$ cat src/prot_host_pkg.sv
/*
  Shared constants and types for the protection-space command controller.
  Assumes one 125 MHz clock and a x16 asynchronous flash on plain pins.
*/
// Functional notes
// - 0xF0 from a space idle returns array read
// - 0x70 at 0x555, next read returns status
// - Exit is 0x90 then 0x00
// - Persistent: 0xA0, then 0x00 starts bit program
// - Persistent: 0x80, then 0x30 at 0 erases all
// - 0x71 at 0x555 clears status, stays idle; from the program-busy space the code returns to array read
// - Lock-bit space: 0xA0 then 0x00 sets lock bit
// - Volatile: 0xA0, sector write 0x00 set, 0x01 clear
package prot_host_pkg;

  localparam int CLK_PERIOD_NS = 8;
  localparam int T_SETUP_NS    = 10;
  localparam int T_WE_PULSE_NS = 35;
  localparam int T_ACCESS_NS   = 100;
  localparam int T_HOLD_NS     = 20;
  localparam int SYNC_STAGES   = 2;

  // Least times round up to whole cycles
  localparam logic [7:0] SETUP_CYC = 8'((T_SETUP_NS + CLK_PERIOD_NS - 1) / CLK_PERIOD_NS);
  localparam logic [7:0] WE_CYC    = 8'((T_WE_PULSE_NS + CLK_PERIOD_NS - 1) / CLK_PERIOD_NS);
  localparam logic [7:0] RD_CYC    = 8'((T_ACCESS_NS + CLK_PERIOD_NS - 1) / CLK_PERIOD_NS
                                        + SYNC_STAGES);
  localparam logic [7:0] HOLD_CYC  = 8'((T_HOLD_NS + CLK_PERIOD_NS - 1) / CLK_PERIOD_NS);

  localparam logic [31:0] A_UNLOCK = 32'h0000_0555;
  localparam logic [15:0] D_RESET       = 16'h00f0;
  localparam logic [15:0] D_STAT_READ   = 16'h0070;
  localparam logic [15:0] D_STAT_CLEAR  = 16'h0071;
  localparam logic [15:0] D_EXIT_ENTRY  = 16'h0090;
  localparam logic [15:0] D_ZERO        = 16'h0000;
  localparam logic [15:0] D_PROG_ENTRY  = 16'h00a0;
  localparam logic [15:0] D_VOL_CLEAR   = 16'h0001;
  localparam logic [15:0] D_ERASE_ENTER = 16'h0080;
  localparam logic [15:0] D_ERASE_START = 16'h0030;

  localparam int SR_READY_BIT = 7;
  localparam int LR_GUARD_A   = 2;
  localparam int LR_GUARD_B   = 5;

  localparam logic [7:0] REG_CMD      = 8'h00;
  localparam logic [7:0] REG_ADDR     = 8'h04;
  localparam logic [7:0] REG_SPACE    = 8'h08;
  localparam logic [7:0] REG_LOCK     = 8'h0c;
  localparam logic [7:0] REG_STATUS   = 8'h10;
  localparam logic [7:0] REG_RDATA    = 8'h14;
  localparam logic [7:0] REG_IRQ_STAT = 8'h18;
  localparam logic [7:0] REG_IRQ_MASK = 8'h1c;

  localparam int ST_BUSY_BIT  = 0;
  localparam int ST_SPACE_LSB = 4;
  localparam int ST_SR_LSB    = 8;
  localparam int IRQ_DONE     = 0;
  localparam int IRQ_REFUSED  = 1;
  localparam int IRQ_W        = 2;

  localparam logic [1:0] RESP_OKAY   = 2'b00;
  localparam logic [1:0] RESP_SLVERR = 2'b10;

  typedef enum logic [3:0] {
    OP_RESET  = 4'h0, OP_STATUS = 4'h1, OP_CLEAR  = 4'h2, OP_EXIT = 4'h3,
    OP_PPROG  = 4'h4, OP_PERASE = 4'h5, OP_LBSET  = 4'h6, OP_VSET = 4'h7,
    OP_VCLR   = 4'h8, OP_READ   = 4'h9
  } op_e;

  typedef enum logic [2:0] {
    SP_ARRAY = 3'h0, SP_PERSIST = 3'h1, SP_PBUSY = 3'h2, SP_LOCKBIT = 3'h3, SP_VOLATILE = 3'h4
  } space_e;

  typedef enum logic [1:0] {ACT_END = 2'h0, ACT_WR = 2'h1, ACT_RD = 2'h2, ACT_POLL = 2'h3} act_e;
  typedef enum logic [1:0] {AD_ANY = 2'h0, AD_UNLOCK = 2'h1, AD_ZERO = 2'h2, AD_USER = 2'h3} asel_e;

  typedef struct packed {
    act_e        act;
    asel_e       asel;
    logic [15:0] data;
  } step_s;

  typedef struct packed {
    logic        rd;
    logic [31:0] addr;
    logic [15:0] data;
  } cyc_req_s;

  typedef struct packed {
    logic ce_n;
    logic we_n;
    logic oe_n;
  } pins_s;

endpackage : prot_host_pkg

$ cat src/pin_sync.sv
/*
  Two-stage synchroniser for pin inputs.
  Assumes inputs are asynchronous to aclk; only stage two is read.
*/
module pin_sync #(
  parameter int W = 16
) (
  input  wire logic         aclk,
  input  wire logic         aresetn,
  input  wire logic [W-1:0] d,
  output logic      [W-1:0] q
);

  logic [W-1:0] meta_q;

  always_ff @(posedge aclk) begin
    if (!aresetn) begin
      meta_q <= '0;
      q      <= '0;
    end else begin
      meta_q <= d;
      q      <= meta_q;
    end
  end

endmodule : pin_sync

$ cat src/flash_cycle_engine.sv
/*
  One flash bus cycle per request: setup, strobe pulse, hold.
  Assumes dq_i already synchronised; the read pulse covers that delay.
*/
module flash_cycle_engine import prot_host_pkg::*; #(
  parameter int AW = 26,
  parameter int DW = 16
) (
  input  wire logic          aclk,
  input  wire logic          aresetn,
  input  wire logic          req_valid,
  output logic               req_ready,
  input  wire cyc_req_s      req,
  output logic               done,
  output logic      [DW-1:0] rdata,
  output pins_s              pins,
  output logic      [AW-1:0] fl_addr,
  output logic      [DW-1:0] dq_o,
  output logic               dq_oe,
  input  wire logic [DW-1:0] dq_i_sync
);

  typedef enum logic [1:0] {PH_IDLE = 2'h0, PH_SETUP = 2'h1, PH_PULSE = 2'h2, PH_HOLD = 2'h3} ph_e;

  ph_e        ph_q;
  logic [7:0] cnt_q;
  logic       rd_q;

  assign req_ready = (ph_q == PH_IDLE);

  always_ff @(posedge aclk) begin
    if (!aresetn) begin
      ph_q    <= PH_IDLE;
      cnt_q   <= 8'h00;
      rd_q    <= 1'b0;
      done    <= 1'b0;
      rdata   <= '0;
      pins    <= '{ce_n: 1'b1, we_n: 1'b1, oe_n: 1'b1};
      fl_addr <= '0;
      dq_o    <= '0;
      dq_oe   <= 1'b0;
    end else begin
      done <= 1'b0;
      case (ph_q)
        PH_IDLE: begin
          if (req_valid) begin
            ph_q      <= PH_SETUP;
            cnt_q     <= SETUP_CYC - 8'h01;
            rd_q      <= req.rd;
            fl_addr   <= req.addr[AW-1:0];
            dq_o      <= req.data[DW-1:0];
            dq_oe     <= !req.rd;
            pins.ce_n <= 1'b0;
          end
        end
        PH_SETUP: begin
          if (cnt_q == 8'h00) begin
            ph_q  <= PH_PULSE;
            cnt_q <= rd_q ? RD_CYC - 8'h01 : WE_CYC - 8'h01;
            if (rd_q) pins.oe_n <= 1'b0;
            else pins.we_n <= 1'b0;
          end else cnt_q <= cnt_q - 8'h01;
        end
        PH_PULSE: begin
          if (cnt_q == 8'h00) begin
            ph_q      <= PH_HOLD;
            cnt_q     <= HOLD_CYC - 8'h01;
            pins.we_n <= 1'b1;
            pins.oe_n <= 1'b1;
            if (rd_q) rdata <= dq_i_sync;
          end else cnt_q <= cnt_q - 8'h01;
        end
        PH_HOLD: begin
          if (cnt_q == 8'h00) begin
            ph_q      <= PH_IDLE;
            pins.ce_n <= 1'b1;
            dq_oe     <= 1'b0;
            done      <= 1'b1;
          end else cnt_q <= cnt_q - 8'h01;
        end
        default: ph_q <= PH_IDLE;
      endcase
    end
  end

endmodule : flash_cycle_engine

$ cat src/prot_space_host.sv
/*
  Host controller that drives the flash protection-space command sequences.
  Software reaches it over AXI4-Lite; the flash sits on plain async pins.
  Assumes the flash was placed in a protection space by other logic and
  software reports which one through the space register.
*/
module prot_space_host import prot_host_pkg::*; #(
  parameter int AW = 26,
  parameter int DW = 16
) (
  input  wire logic          aclk,
  input  wire logic          aresetn,
  input  wire logic [7:0]    s_axi_awaddr,
  input  wire logic          s_axi_awvalid,
  output logic               s_axi_awready,
  input  wire logic [31:0]   s_axi_wdata,
  input  wire logic [3:0]    s_axi_wstrb,
  input  wire logic          s_axi_wvalid,
  output logic               s_axi_wready,
  output logic [1:0]         s_axi_bresp,
  output logic               s_axi_bvalid,
  input  wire logic          s_axi_bready,
  input  wire logic [7:0]    s_axi_araddr,
  input  wire logic          s_axi_arvalid,
  output logic               s_axi_arready,
  output logic [31:0]        s_axi_rdata,
  output logic [1:0]         s_axi_rresp,
  output logic               s_axi_rvalid,
  input  wire logic          s_axi_rready,
  output logic [AW-1:0]      fl_addr,
  output logic [DW-1:0]      fl_dq_o,
  output logic               fl_dq_oe,
  input  wire logic [DW-1:0] fl_dq_i,
  output logic               fl_ce_n,
  output logic               fl_we_n,
  output logic               fl_oe_n,
  output logic               irq
);

  typedef enum logic [2:0] {
    S_IDLE = 3'h0, S_ISSUE = 3'h1, S_WAIT = 3'h2,
    S_POLL_CMD = 3'h3, S_POLL_RD = 3'h4, S_POLL_WAIT = 3'h5
  } state_e;

  ////////////////////////////////////////////////////////////////////////////
  // Command tables

  function automatic step_s step_f(input op_e op, input logic [1:0] idx);
    step_s s;
    s = '{act: ACT_END, asel: AD_ANY, data: D_ZERO};
    case (op)
      OP_RESET:  if (idx == 2'd0) s = '{ACT_WR, AD_ANY, D_RESET};
      OP_STATUS: begin
        if (idx == 2'd0) s = '{ACT_WR, AD_UNLOCK, D_STAT_READ};
        else if (idx == 2'd1) s = '{ACT_RD, AD_USER, D_ZERO};
      end
      OP_CLEAR:  if (idx == 2'd0) s = '{ACT_WR, AD_UNLOCK, D_STAT_CLEAR};
      OP_EXIT: begin
        if (idx == 2'd0) s = '{ACT_WR, AD_ANY, D_EXIT_ENTRY};
        else if (idx == 2'd1) s = '{ACT_WR, AD_ANY, D_ZERO};
      end
      OP_PPROG: begin
        // Request state after A0 is not yet busy; 00 starts it
        if (idx == 2'd0) s = '{ACT_WR, AD_ANY, D_PROG_ENTRY};
        else if (idx == 2'd1) s = '{ACT_WR, AD_USER, D_ZERO};
        else if (idx == 2'd2) s = '{ACT_POLL, AD_UNLOCK, D_STAT_READ};
      end
      OP_PERASE: begin
        if (idx == 2'd0) s = '{ACT_WR, AD_ANY, D_ERASE_ENTER};
        else if (idx == 2'd1) s = '{ACT_WR, AD_ZERO, D_ERASE_START};
        else if (idx == 2'd2) s = '{ACT_POLL, AD_UNLOCK, D_STAT_READ};
      end
      OP_LBSET: begin
        if (idx == 2'd0) s = '{ACT_WR, AD_ANY, D_PROG_ENTRY};
        else if (idx == 2'd1) s = '{ACT_WR, AD_ANY, D_ZERO};
      end
      OP_VSET, OP_VCLR: begin
        if (idx == 2'd0) s = '{ACT_WR, AD_ANY, D_PROG_ENTRY};
        else if (idx == 2'd1) s = '{ACT_WR, AD_USER, (op == OP_VCLR) ? D_VOL_CLEAR : D_ZERO};
      end
      OP_READ:   if (idx == 2'd0) s = '{ACT_RD, AD_USER, D_ZERO};
      default:   s = '{act: ACT_END, asel: AD_ANY, data: D_ZERO};
    endcase
    return s;
  endfunction : step_f

  // Only commands defined for the space are sent
  function automatic logic allowed_f(input op_e op, input space_e sp, input logic [7:0] lr);
    logic common;
    common = (op == OP_RESET) || (op == OP_STATUS) || (op == OP_CLEAR) || (op == OP_READ);
    case (sp)
      SP_PERSIST:  return common || op == OP_EXIT || op == OP_PPROG || op == OP_PERASE;
      SP_PBUSY:    return common;
      SP_LOCKBIT:  return common || op == OP_EXIT ||
                          (op == OP_LBSET && !lr[LR_GUARD_A] && !lr[LR_GUARD_B]);
      SP_VOLATILE: return common || op == OP_EXIT || op == OP_VSET || op == OP_VCLR;
      default:     return 1'b0;
    endcase
  endfunction : allowed_f

  function automatic space_e next_space_f(input op_e op, input space_e sp);
    case (op)
      OP_RESET, OP_EXIT: return SP_ARRAY;
      OP_CLEAR:          return (sp == SP_PBUSY) ? SP_ARRAY : sp;
      OP_PPROG, OP_PERASE: return SP_PBUSY;
      default:           return sp;
    endcase
  endfunction : next_space_f

  function automatic logic [31:0] merge_f(input logic [31:0] old, input logic [31:0] nw,
                                          input logic [3:0] strb);
    logic [31:0] r;
    r = old;
    for (int b = 0; b < 4; b++) if (strb[b]) r[8*b +: 8] = nw[8*b +: 8];
    return r;
  endfunction : merge_f

  ////////////////////////////////////////////////////////////////////////////
  // Register slave

  logic        aw_have_q, w_have_q;
  logic [7:0]  awaddr_q;
  logic [31:0] wdata_q;
  logic [3:0]  wstrb_q;
  logic [31:0] user_addr_q;
  logic [7:0]  lock_q;
  space_e      space_q;
  logic [IRQ_W-1:0] irq_stat_q, irq_mask_q, irq_set;
  logic [15:0] sr_q, rdata_q;
  state_e      state_q;
  op_e         op_q;
  logic [1:0]  idx_q;

  logic        aw_hs, w_hs, wr_fire, ar_hs, wr_hit, rd_hit;
  logic [7:0]  wa;
  logic [31:0] wd, rd_mux;
  logic [3:0]  ws;
  op_e         cmd_op;
  logic        cmd_wr, cmd_ok, busy;
  logic        eng_req_was_rd_q;

  assign s_axi_awready = !aw_have_q && !s_axi_bvalid;
  assign s_axi_wready  = !w_have_q && !s_axi_bvalid;
  assign s_axi_arready = !s_axi_rvalid;
  assign aw_hs   = s_axi_awvalid && s_axi_awready;
  assign w_hs    = s_axi_wvalid && s_axi_wready;
  assign ar_hs   = s_axi_arvalid && s_axi_arready;
  assign wr_fire = (aw_have_q || aw_hs) && (w_have_q || w_hs) && !s_axi_bvalid;
  assign wa      = aw_have_q ? awaddr_q : s_axi_awaddr;
  assign wd      = w_have_q ? wdata_q : s_axi_wdata;
  assign ws      = w_have_q ? wstrb_q : s_axi_wstrb;
  assign wr_hit  = (wa[7:2] <= REG_IRQ_MASK[7:2]) && (wa[1:0] == 2'b00);
  assign rd_hit  = (s_axi_araddr[7:2] <= REG_IRQ_MASK[7:2]) && (s_axi_araddr[1:0] == 2'b00);
  assign busy    = (state_q != S_IDLE);
  assign cmd_op  = op_e'(wd[3:0]);
  assign cmd_wr  = wr_fire && (wa == REG_CMD) && ws[0];
  assign cmd_ok  = !busy && allowed_f(cmd_op, space_q, lock_q);

  always_ff @(posedge aclk) begin
    if (!aresetn) begin
      aw_have_q    <= 1'b0;
      w_have_q     <= 1'b0;
      awaddr_q     <= 8'h00;
      wdata_q      <= 32'h0000_0000;
      wstrb_q      <= 4'h0;
      s_axi_bvalid <= 1'b0;
      s_axi_bresp  <= RESP_OKAY;
    end else begin
      if (aw_hs && !wr_fire) begin
        aw_have_q <= 1'b1;
        awaddr_q  <= s_axi_awaddr;
      end
      if (w_hs && !wr_fire) begin
        w_have_q <= 1'b1;
        wdata_q  <= s_axi_wdata;
        wstrb_q  <= s_axi_wstrb;
      end
      if (wr_fire) begin
        aw_have_q    <= 1'b0;
        w_have_q     <= 1'b0;
        s_axi_bvalid <= 1'b1;
        s_axi_bresp  <= wr_hit ? RESP_OKAY : RESP_SLVERR;
      end else if (s_axi_bvalid && s_axi_bready) begin
        s_axi_bvalid <= 1'b0;
      end
    end
  end

  // Writable configuration
  always_ff @(posedge aclk) begin
    if (!aresetn) begin
      user_addr_q <= 32'h0000_0000;
      lock_q      <= 8'h00;
      irq_mask_q  <= '0;
    end else if (wr_fire) begin
      if (wa == REG_ADDR) user_addr_q <= merge_f(user_addr_q, wd, ws);
      if (wa == REG_LOCK && ws[0]) lock_q <= wd[7:0];
      if (wa == REG_IRQ_MASK && ws[0]) irq_mask_q <= wd[IRQ_W-1:0];
    end
  end

  always_comb begin
    rd_mux = 32'h0000_0000;
    case (s_axi_araddr)
      REG_ADDR:     rd_mux = user_addr_q;
      REG_SPACE:    rd_mux[2:0] = space_q;
      REG_LOCK:     rd_mux[7:0] = lock_q;
      REG_STATUS: begin
        rd_mux[ST_BUSY_BIT] = busy;
        rd_mux[ST_SPACE_LSB +: 3] = space_q;
        rd_mux[ST_SR_LSB +: 16] = sr_q;
      end
      REG_RDATA:    rd_mux[15:0] = rdata_q;
      REG_IRQ_STAT: rd_mux[IRQ_W-1:0] = irq_stat_q;
      REG_IRQ_MASK: rd_mux[IRQ_W-1:0] = irq_mask_q;
      default:      rd_mux = 32'h0000_0000;
    endcase
  end

  always_ff @(posedge aclk) begin
    if (!aresetn) begin
      s_axi_rvalid <= 1'b0;
      s_axi_rdata  <= 32'h0000_0000;
      s_axi_rresp  <= RESP_OKAY;
    end else if (ar_hs) begin
      s_axi_rvalid <= 1'b1;
      s_axi_rdata  <= rd_mux;
      s_axi_rresp  <= rd_hit ? RESP_OKAY : RESP_SLVERR;
    end else if (s_axi_rready) begin
      s_axi_rvalid <= 1'b0;
    end
  end

  ////////////////////////////////////////////////////////////////////////////
  // Interrupts: a read clears, but a new event in that cycle survives

  always_ff @(posedge aclk) begin
    if (!aresetn) irq_stat_q <= '0;
    else if (ar_hs && s_axi_araddr == REG_IRQ_STAT) irq_stat_q <= irq_set;
    else irq_stat_q <= irq_stat_q | irq_set;
  end

  assign irq = |(irq_stat_q & irq_mask_q);

  ////////////////////////////////////////////////////////////////////////////
  // Sequencer

  step_s      cur;
  cyc_req_s   eng_req;
  logic       eng_valid, eng_ready, eng_done;
  logic [DW-1:0] eng_rdata, dq_sync;
  pins_s      pins;
  logic [31:0] step_addr;

  assign cur = step_f(op_q, idx_q);

  always_comb begin
    case (cur.asel)
      AD_UNLOCK: step_addr = A_UNLOCK;
      AD_USER:   step_addr = user_addr_q;
      default:   step_addr = 32'h0000_0000;
    endcase
  end

  always_comb begin
    eng_valid = 1'b0;
    eng_req   = '{rd: 1'b0, addr: step_addr, data: cur.data};
    case (state_q)
      S_ISSUE:    eng_valid = (cur.act == ACT_WR) || (cur.act == ACT_RD);
      S_POLL_CMD: begin
        eng_valid = 1'b1;
        eng_req   = '{rd: 1'b0, addr: A_UNLOCK, data: D_STAT_READ};
      end
      S_POLL_RD: begin
        eng_valid = 1'b1;
        eng_req   = '{rd: 1'b1, addr: user_addr_q, data: D_ZERO};
      end
      default:    eng_valid = 1'b0;
    endcase
    if (state_q == S_ISSUE) eng_req.rd = (cur.act == ACT_RD);
  end

  always_comb begin
    irq_set = '0;
    irq_set[IRQ_REFUSED] = cmd_wr && !cmd_ok;
    irq_set[IRQ_DONE] = (state_q == S_ISSUE) && (cur.act == ACT_END);
  end

  always_ff @(posedge aclk) begin
    if (!aresetn) begin
      state_q <= S_IDLE;
      op_q    <= OP_RESET;
      idx_q   <= 2'd0;
    end else begin
      case (state_q)
        S_IDLE: begin
          if (cmd_wr && cmd_ok) begin
            op_q    <= cmd_op;
            idx_q   <= 2'd0;
            state_q <= S_ISSUE;
          end
        end
        S_ISSUE: begin
          if (cur.act == ACT_END) state_q <= S_IDLE;
          else if (cur.act == ACT_POLL) state_q <= S_POLL_CMD;
          else if (eng_ready) state_q <= S_WAIT;
        end
        S_WAIT: begin
          if (eng_done) begin
            idx_q   <= idx_q + 2'd1;
            state_q <= S_ISSUE;
          end
        end
        S_POLL_CMD: if (eng_ready) state_q <= S_POLL_WAIT;
        S_POLL_RD:  if (eng_ready) state_q <= S_POLL_WAIT;
        S_POLL_WAIT: begin
          if (eng_done && !eng_req_was_rd_q) state_q <= S_POLL_RD;
          // Nothing else is sent until bit 7 reads 1
          else if (eng_done && eng_rdata[SR_READY_BIT]) begin
            idx_q   <= idx_q + 2'd1;
            state_q <= S_ISSUE;
          end else if (eng_done) state_q <= S_POLL_CMD;
        end
        default: state_q <= S_IDLE;
      endcase
    end
  end

  // Remembers which poll cycle is in flight
  always_ff @(posedge aclk) begin
    if (!aresetn) eng_req_was_rd_q <= 1'b0;
    else if (eng_valid && eng_ready) eng_req_was_rd_q <= eng_req.rd;
  end

  // Space model and captured data
  always_ff @(posedge aclk) begin
    if (!aresetn) begin
      space_q <= SP_ARRAY;
      sr_q    <= 16'h0000;
      rdata_q <= 16'h0000;
    end else begin
      if (wr_fire && wa == REG_SPACE && ws[0] && !busy) space_q <= space_e'(wd[2:0]);
      else if (state_q == S_ISSUE && cur.act == ACT_END) space_q <= next_space_f(op_q, space_q);
      if (eng_done && eng_req_was_rd_q) begin
        if (state_q == S_POLL_WAIT || op_q == OP_STATUS) sr_q <= eng_rdata;
        else rdata_q <= eng_rdata;
      end
    end
  end

  ////////////////////////////////////////////////////////////////////////////
  // Pins

  pin_sync #(.W(DW)) u_sync (
    .aclk    (aclk),
    .aresetn (aresetn),
    .d       (fl_dq_i),
    .q       (dq_sync)
  );

  flash_cycle_engine #(.AW(AW), .DW(DW)) u_eng (
    .aclk      (aclk),
    .aresetn   (aresetn),
    .req_valid (eng_valid),
    .req_ready (eng_ready),
    .req       (eng_req),
    .done      (eng_done),
    .rdata     (eng_rdata),
    .pins      (pins),
    .fl_addr   (fl_addr),
    .dq_o      (fl_dq_o),
    .dq_oe     (fl_dq_oe),
    .dq_i_sync (dq_sync)
  );

  assign fl_ce_n = pins.ce_n;
  assign fl_we_n = pins.we_n;
  assign fl_oe_n = pins.oe_n;

endmodule : prot_space_host

$ cat config.mk
export PLATFORM = sky130hd
export DESIGN_NAME = prot_space_host
export DESIGN_NICKNAME = d
export VERILOG_FILES = /design/src/prot_host_pkg.sv /design/src/pin_sync.sv /design/src/flash_cycle_engine.sv /design/src/prot_space_host.sv
export SDC_FILE = /design/constraint.sdc
export NUM_CORES = 1
export LEC_CHECK = 0
export ABC_AREA = 0
export BUFFER_PORTS_ARGS = -buffer_cell sky130_fd_sc_hd__buf_2
export CAP_MARGIN = 40
export CORE_UTILIZATION = 54
export CTS_CLUSTER_SIZE = 14
export DETAILED_ROUTE_END_ITERATION = 7
export GPL_ROUTABILITY_DRIVEN = 0
export PLACE_DENSITY = 0.84
export SYNTH_ARGS = -nofsm -noshare
export SYNTH_HDL_FRONTEND = slang
export SYNTH_SLANG_ARGS = --single-unit
export TNS_END_PERCENT = 30
$ cat constraint.sdc
create_clock -name aclk -period 6 [get_ports aclk]
set_input_delay 0.6 -clock aclk [delete_from_list [all_inputs] [get_ports aclk]]
set_output_delay 0.6 -clock aclk [all_outputs]
set_load 0.02 [all_outputs]
==> results of run 1 <==
==> cell families after synthesis <==
group	count (synthesis)	share of synthesized area [%]
compound gates	275	15.63
xor+xnor	3	0.2242
fa+ha+maj	12	1.281
buf+inv	128	5.465
flops	265	45.26
mux	146	13.10
other cells	1	0.03199
simple gates	452	19.02
==> cell usage after synthesis (all sizes together), types with 4 or more instances <==
library cell and count:
nor3b 4, nand3 23, nand3b 9, o2111ai 4
nand4 11, a21boi 4, nand2 145, a31oi 7
a32o 20, and2 39, a22oi 6, nor3 22
nor2 142, a21o 4, or2 12, inv 24
and3 4, dfxtp 265, o22ai 6, mux2 39
o31ai 4, a22o 11, a221oi 10, a211oi 11
o21ai 63, mux2i 106, nor4 5, clkbuf 48
nor2b 8, buf 56, ha 12, a21oi 97
nand2b 7
==> final cells by class <==
type                    instances  area [µm²]
diodes                          3       7.507
well taps                     275       344.1
clock buffers                  37       795.8
repair buffers                165       907.1
clock inverters                15       249.0
multi-input cells             901        5824
flip-flops and latches        265        5306
inverters                      24       92.59
fillers                      1663        7627
==> power by group <==
part           switching [mW]  internal [mW]
combinational           0.301          0.197
clock                   0.720           1.20
sequential             0.0409           1.81
total                    1.06           3.20
==> worst max-delay path: cells and delay by family, from the launching register on <==
family	cells	cell delay [ns]
AO/OA/AOI/OAI	3	0.66
AND/OR/NAND/NOR	6	1.50
flip-flops	1	0.69
buffers and inverters	1	0.31
adder cells (fa/ha/maj)	1	0.23
==> state kept, by name, indices dropped and copies added (netlist names), 3 cells and up <==
register	cells
wdata_q	32
u_eng.fl_addr	26
user_addr_q	32
rdata_q	16
wstrb_q	4
u_eng.cnt_q	8
lock_q	8
u_eng.pins	3
awaddr_q	8
op_q	4
sr_q	16
u_sync.q	16
u_eng.rdata	16
space_q	3
u_eng.dq_o	5
s_axi_rdata	32
state_q	3
u_sync.meta_q	16
==> routing by layer <==
metal  track usage [%]  up-vias
met1             33.87     4703
met3             4.251       67
met5                 0        -
met2             43.53      341
li1                  -     4701
met4             10.15        2
==> path summary, 6_finish.rpt <==
path / startpoint / to / slack, ns / depth (start not counted)
setup / recovery: op_q[0] / u_eng.fl_addr[16] / 2.51 / 11
hold reg to reg: u_sync.meta_q[8] / u_sync.q[8] / 0.43 / 1
hold / removal: s_axi_rready / s_axi_rvalid / 0.25 / 2
setup reg to reg: op_q[0] / u_eng.fl_addr[16] / 2.51 / 11
==> impl_metrics.ini, run 1 <==
[run_status]
run_status = complete, no violations

[grt]
grt_pass1_vias = 9268
grt_pass1_wl_um = 46940
grt-ovfl-total = 0
grt.total_usage_pct = 26.17
antenna_found_initial = 3
grt_start_max_net_pins = 76

[power_and_ir_drop]
power.density_nw_per_um2 = 315.4
p_leak_nw = 5.433
p_total_mw = 4.267
ir_worst_vdd_uv = 236.7

[setup_path]
crit_top_cell = nor2_1
cp-end-kind = flop
critPathSlowestCell = dfxtp_1
required_ns = 6.47
critPathLaunchType = flop
cp.arrival_ns = 3.96
max_stage_delay_ns = 0.69
cp_max_fo = 20
path_cells = nor2_1 -> or2_2 -> a311oi_1 -> or2_2 -> ha_1 -> nor2_1 -> o22ai_1 -> and2_1 -> nor2_1 -> buf_4 -> a32o_1
crit_type = flop to flop

[route]
wl_met1_um = 12270
top_layer = met5
drtIter0Drc = 761
drc = 0
via_count = 9814
wl_per_cell_um = 17.32
drtAntennaViolNets = 0
drtPass1Iterations = 5
dr_wl_met3_um = 2135
drt_wl_total_um = 29190
drt-vias-per-instance = 5.824
dr_wl_met2_um = 13860

[sta]
rsz0062_at_grt = false
finalCritPeriodShare_pct = 58.14
min_period_ns = 3.488
holdWs_ns = 0.2463
drv_slew = 0
relSlewSlack_pct = 48.89
timing.final.ws_setup_ns = 2.512
fmax_mhz = 286.7
skew_ns = 0.01850
worstMarginPinSlew_ns = 0.7666
setup_viol = 0
hold_violations = 0
setup_tns_ns = 0

[final_layout]
drive_gt1_share_pct = 20.54
utilization_pct = 63.94
design_area_um2 = 13530
final_common_cell = dfxtp_1
fin_cells = 1685
syn_to_final_growth_pct = 15.39
layout.nets = 1472
final_cell_mix = dfxtp_1, buf_2, nand2_1, nor2_1, mux2i_1

[placement]
numPlacedInstances = 1630
hpwl_um = 19810
port_buffers = 149
post-place-ws_ns = 2.686
place_area_um2 = 12470

[clock_tree]
postCtsHoldBufs = 0
cts_setup_buffers = 0
htreeDepth = 1
numCtsBuffers = 28
cts_tree = built
post_cts_resized = 0
cts_buffer_depth = 3
clk_pin_slew_worst_paths_ns = 0.06
clock_sinks = 265
clock_latency_ns = 0.54
cts_root_buf = clkbuf_16

[yosys]
yosysTopAreaCell = dfxtp_1
synthCells = 1282
synth.avg_cell_area_um2 = 9.144
yosys-top-cells-area = dfxtp_1, mux2i_1, nand2_1
synth_ff_type = dfxtp_1
synth_edf_count = 0
syn_area_um2 = 11720
synth_seq_area_share_pct = 45.26
synth.distinct_cells = 92
synth-seq-cells = 265
async_flop_share_pct = 0
synth_top_area_share_pct = 45.26
ys_warn_count = 0

[die]
die_h_um = 149.3
start_util_pct = 55.41
fp-row-count = 53
die-area_um2 = 22300
fp.dieW_um = 149.3
io_pins = 163
core_area_um2 = 21150

[job]
cap_violations = 0

[min_path]
min_path_type = input pin to flop
Power figures use the tool's default switching activity.
==> inputs of run 2 (changes only) <==
clock period = 3.6 ns   (was 6 ns; I/O delays follow)
==> impl_metrics.ini, run 2 (synthesis results as in run 1) <==
[setup_path]
cp.arrival_ns = 3.69
critPathSlowestCell = and2_1
worstSetupStartpoint = idx_q[0]
r2r-start = idx_q[0]
crit_type = flop to flop
cp-endpoint = u_eng.fl_addr[1]
path_cells = inv_1 -> ha_1 -> nor2b_1 -> nor3_1 -> a311oi_1 -> or2_2 -> ha_1 -> nor2_1 -> o22ai_1 -> and2_1 -> nor2_1 -> buf_4 -> a32o_1
cp-end-kind = flop
required_ns = 4.03
r2r_cells = 13
path_delay_family = simple AND/OR/NAND/NOR gates
timing.rr.end = u_eng.fl_addr[1]
r2r_setup_slack_ns = 0.34
critPathLaunchType = flop
cp_max_fo = 20
max_stage_delay_ns = 0.41
cp_num_cells = 13
path_buf_inv = 2

[grt]
grt_pass1_vias = 8984
grt.total_usage_pct = 25.94
grt_start_max_net_pins = 123
grt_pass1_wl_um = 46110
grt-ovfl-total = 0
antenna_found_initial = 0

[sta]
holdWs_ns = 0.02099
hold_violations = 0
setup_tns_ns = 0
skew_ns = 0.008639
worstMarginPinSlew_ns = 0.9130
relSlewSlack_pct = 38.99
rsz0062_at_grt = false
min_period_ns = 3.259
setup_viol = 0
fmax_mhz = 306.8
finalCritPeriodShare_pct = 90.53
drv_slew = 0

[die]
die-area_um2 = 22300
core_area_um2 = 21150
fp-row-count = 53
io_pins = 163
start_util_pct = 55.41
fp.dieW_um = 149.3
die_h_um = 149.3

[clock_tree]
cts_setup_buffers = 0
clock_latency_ns = 0.55
numCtsBuffers = 27
clock_sinks = 265
cts_root_buf = clkbuf_16
cts_tree = built
htreeDepth = 1
clk_pin_slew_worst_paths_ns = 0.06
cts_buffer_depth = 3

[route]
wl_per_cell_um = 17.29
drt-vias-per-instance = 5.790
drtAntennaViolNets = 0
drtIter0Drc = 650
via_count = 9785
drt_wl_total_um = 29230
drtPass1Iterations = 6
drc = 0

[power_and_ir_drop]
pwr-share-clk_pct = 44.1
power_switching_mw = 1.772
switching_share_pct = 25.22
power.share.sequential_pct = 44.0
p_int_mw = 5.254
ir_worst_vdd_uv = 452.9
power.density_nw_per_um2 = 518.8
p_leak_nw = 5.449
p_comb_share_pct = 11.9

[run_status]
run_status = complete, no violations

[final_layout]
syn_to_final_growth_pct = 15.52
largestRegisters = s_axi_rdata: 32 flops, user_addr_q: 32 flops, wdata_q: 32 flops
drive_gt1_share_pct = 20.38
final_common_cell = dfxtp_1
final_cell_mix = dfxtp_1, buf_2, nand2_1, nor2_1, mux2i_1
nFillCells = 1768
layout.nets = 1479

[placement]
port_buffers = 149
hpwl_um = 19740

[job]
cap_violations = 0

[min_path]
min_path_type = input pin to flop
==> run 2: changes by cell type in the layout (fill, tap and decap cells not counted), moves of 2 or more <==
| cell | delta |
|---|---|
| dlygate4sd3_1 | +9 |
| buf_4 | +3 |
| clkinv_2 | +3 |
| buf_8 | -4 |
| clkbuf_16 | -2 |
| clkinv_4 | -3 |
| clkbuf_8 | +4 |
| clkbuf_1 | -2 |
==> run 2: stage by stage <==
| stage | cells | power (mW) | setup slack (ns) | instance area (µm²) | util (%) |
|---|---|---|---|---|---|
| final | 1690 | 7.026 | 0.3408 | 13540 | 64.01 |
| after global routing | 1688 | 7.276 | 0.09011 | 13540 | 63.99 |
| after floorplan | 1294 | 3.776 | 0.7324 | 11770 | - |
| after global placement | 1628 | 3.941 | 0.4784 | 12430 | 58.76 |
| after CTS | 1688 | 7.063 | 0.3742 | 13540 | 63.99 |
| after detailed placement | 1629 | 3.975 | 0.3850 | 12450 | 58.83 |
==> run 2: timing repair <==
action | 4_1_cts | 5_1_grt
endpoints found under the setup margin | 0 | 0
hold endpoints to repair | 9 | 0
hold buffers | 9 | 0
resized for setup | 0 | 0
==> run 2: worst min path at each step <==
| stage | startpoint | to | slack (ns) | cells past startpoint |
|---|---|---|---|---|
| CTS | fl_dq_i[8] | u_sync.meta_q[8] | 0.002 | 2 |
| global placement | u_sync.meta_q[13] | u_sync.q[13] | 0.42 | 1 |
| floorplan | u_sync.meta_q[0] | u_sync.q[0] | 0.41 | 1 |
| finish | fl_dq_i[3] | u_sync.meta_q[3] | 0.02 | 2 |
| detailed placement | u_sync.meta_q[12] | u_sync.q[12] | 0.42 | 1 |
| global route | fl_dq_i[6] | u_sync.meta_q[6] | 0.005 | 2 |
==> run 2: final cells by class <==
type | instances | area (µm²) | share of cell area, %
Antenna cell | 2 | 5.005 | 0.03696
Sequential cell | 265 | 5306 | 39.19
Tap cell | 275 | 344.1 | 2.541
Inverter | 24 | 92.59 | 0.6837
Clock inverter | 13 | 207.7 | 1.534
Multi-Input combinational cell | 901 | 5824 | 43.01
Timing Repair Buffer | 173 | 968.4 | 7.151
Clock buffer | 37 | 793.3 | 5.858
==> run 2: power by group through the flow <==
| stage | Sequential (mW) | Combinational, mW | Clock, mW |
|---|---|---|---|
| after floorplan | 3.15 | 0.628 | 0 |
| after global placement | 3.15 | 0.791 | 0 |
| after detailed placement | 3.15 | 0.820 | 0 |
| after CTS | 3.09 | 0.831 | 3.14 |
| after global routing | 3.10 | 0.914 | 3.26 |
| final | 3.09 | 0.835 | 3.10 |
==> run 2: routing by layer <==
layer,vias to the layer above,part of all wire [%],wire length (µm),GRT usage [%]
li1,4701,-,-,-
met1,4654,43,12430,34.28
met2,362,47,13810,42.70
met3,68,6.6,1941,3.914
met4,0,3.6,1041,9.796
met5,-,0,0,0
==> run 2: worst reg2reg max path, stage by stage (launching register included) <==
cell	delay, ns
dfxtp_1	0.40
inv_1	0.09
ha_1	0.32
nor2b_1	0.20
nor3_1	0.16
a311oi_1	0.08
or2_2	0.33
ha_1	0.30
nor2_1	0.08
o22ai_1	0.24
and2_1	0.41
nor2_1	0.08
buf_4	0.23
a32o_1	0.24
==> inputs of run 3 (changes only) <==
CORE_MARGIN = 3   (was default)
==> impl_metrics.ini, run 3 (synthesis results as in run 1) <==
[route]
via_count = 9773
drtAntennaViolNets = 0
drtIter0Drc = 753
wl_per_cell_um = 17.71
drt_wl_total_um = 29810
drc = 0
drtPass1Iterations = 5
drt-vias-per-instance = 5.807

[grt]
grt_start_max_net_pins = 124
antenna_found_initial = 1
grt_pass1_vias = 9142
grt.total_usage_pct = 24.08
grt_pass1_wl_um = 47300
grt-ovfl-total = 0

[sta]
setup_tns_ns = 0
setup_viol = 0
timing.final.ws_setup_ns = 0.3247
drv_slew = 0
rsz0062_at_grt = false
min_period_ns = 3.275
hold_violations = 0
holdWs_ns = 0.01012
skew_ns = 0.01135
finalCritPeriodShare_pct = 90.98
worstMarginPinSlew_ns = 0.8828
fmax_mhz = 305.3
relSlewSlack_pct = 41.01

[final_layout]
final_common_cell = dfxtp_1
nFillCells = 1721
drive_gt1_share_pct = 20.48
largestRegisters = s_axi_rdata: 32 flops, user_addr_q: 32 flops, wdata_q: 32 flops
final_cell_mix = dfxtp_1, buf_2, nand2_1, nor2_1, mux2i_1
fin_cells = 1683
syn_to_final_growth_pct = 14.42
layout.nets = 1472

[power_and_ir_drop]
power.share.sequential_pct = 45.0
pwr-share-clk_pct = 43.0
power.density_nw_per_um2 = 512.2
power_switching_mw = 1.742
p_int_mw = 5.128
p_total_mw = 6.870
switching_share_pct = 25.35
p_comb_share_pct = 12.0
ir_worst_vdd_uv = 401.9
p_leak_nw = 5.399

[job]
cap_violations = 0

[setup_path]
critPathLaunchType = flop
cp_max_fo = 20
crit_type = flop to flop
cp.arrival_ns = 3.76
required_ns = 4.09
cp-end-kind = flop
r2r_setup_slack_ns = 0.32

[clock_tree]
clock_latency_ns = 0.55
cts_setup_buffers = 0
cts_tree = built
clk_pin_slew_worst_paths_ns = 0.06
numCtsBuffers = 27
cts_root_buf = clkbuf_16
cts_buffer_depth = 3
htreeDepth = 1
clock_sinks = 265

[placement]
port_buffers = 149
hpwl_um = 20240
post-place-ws_ns = 0.3669
numPlacedInstances = 1630

[die]
io_pins = 163
core_area_um2 = 21150
die_h_um = 153.3
fp.dieW_um = 153.3
fp-row-count = 53
start_util_pct = 55.41
die-area_um2 = 23510

[min_path]
min_path_type = input pin to flop

[run_status]
run_status = complete, no violations
==> run 3: power groups by stage <==
| stage | logic (mW) | clock network [mW] | registers [mW] |
|---|---|---|---|
| after floorplan | 0.628 | 0 | 3.15 |
| after global placement | 0.793 | 0 | 3.15 |
| after detailed placement | 0.815 | 0 | 3.15 |
| after CTS | 0.822 | 3.00 | 3.09 |
| after global routing | 0.900 | 3.10 | 3.10 |
| final | 0.825 | 2.95 | 3.09 |
==> run 3: metal layers <==
metal  part of all wire [%]  vias up  GRT usage [%]
met4                    3.1        0          7.906
met1                     41     4586          31.44
met5                      0        -              0
met3                    7.5       67          4.247
met2                     48      422          40.64
li1                       -     4698              -
==> run 3: final cells by class <==
| cell class | count | area, µm² | share of cell area [%] |
|---|---|---|---|
| clock buffers | 33 | 718.2 | 5.354 |
| multi-input cells | 901 | 5826 | 43.43 |
| diodes | 2 | 5.005 | 0.03731 |
| inverters | 24 | 92.59 | 0.6903 |
| clock inverters | 17 | 225.2 | 1.679 |
| repair buffers | 166 | 895.9 | 6.679 |
| flip-flops and latches | 265 | 5306 | 39.56 |
| well taps | 275 | 344.1 | 2.565 |
==> run 3: repair_timing <==
action,CTS,global route
endpoints found under the setup margin,0,1
gates resized for setup,0,1
hold buffers,1,0
endpoints found under the hold margin,1,0
==> run 3: worst max-delay path: stages, from the launching register on <==
cell and delay [ns]:
dfxtp_1 0.41, inv_1 0.09, ha_1 0.35, nor2b_1 0.22
nor3_1 0.16, a311oi_1 0.08, or2_2 0.33, ha_1 0.31
nor2_1 0.22, o22ai_1 0.17, and2_2 0.29, nor2_1 0.11
buf_4 0.27, a32o_1 0.19
==> run 3: worst paths after layout <==
| path | from | to | cells past startpoint |
|---|---|---|---|
| setup / recovery | idx_q[0] | u_eng.fl_addr[16] | 13 |
| hold / removal | fl_dq_i[14] | u_sync.meta_q[14] | 2 |
| setup reg to reg | idx_q[0] | u_eng.fl_addr[16] | 13 |
| hold reg to reg | u_sync.meta_q[12] | u_sync.q[12] | 1 |
==> run 3: through the flow <==
step,util (%),cell area (µm²)
floorplan,-,11770
global placement,58.80,12440
detailed placement,58.87,12450
CTS,63.38,13410
global route,63.38,13410
finish,63.41,13410
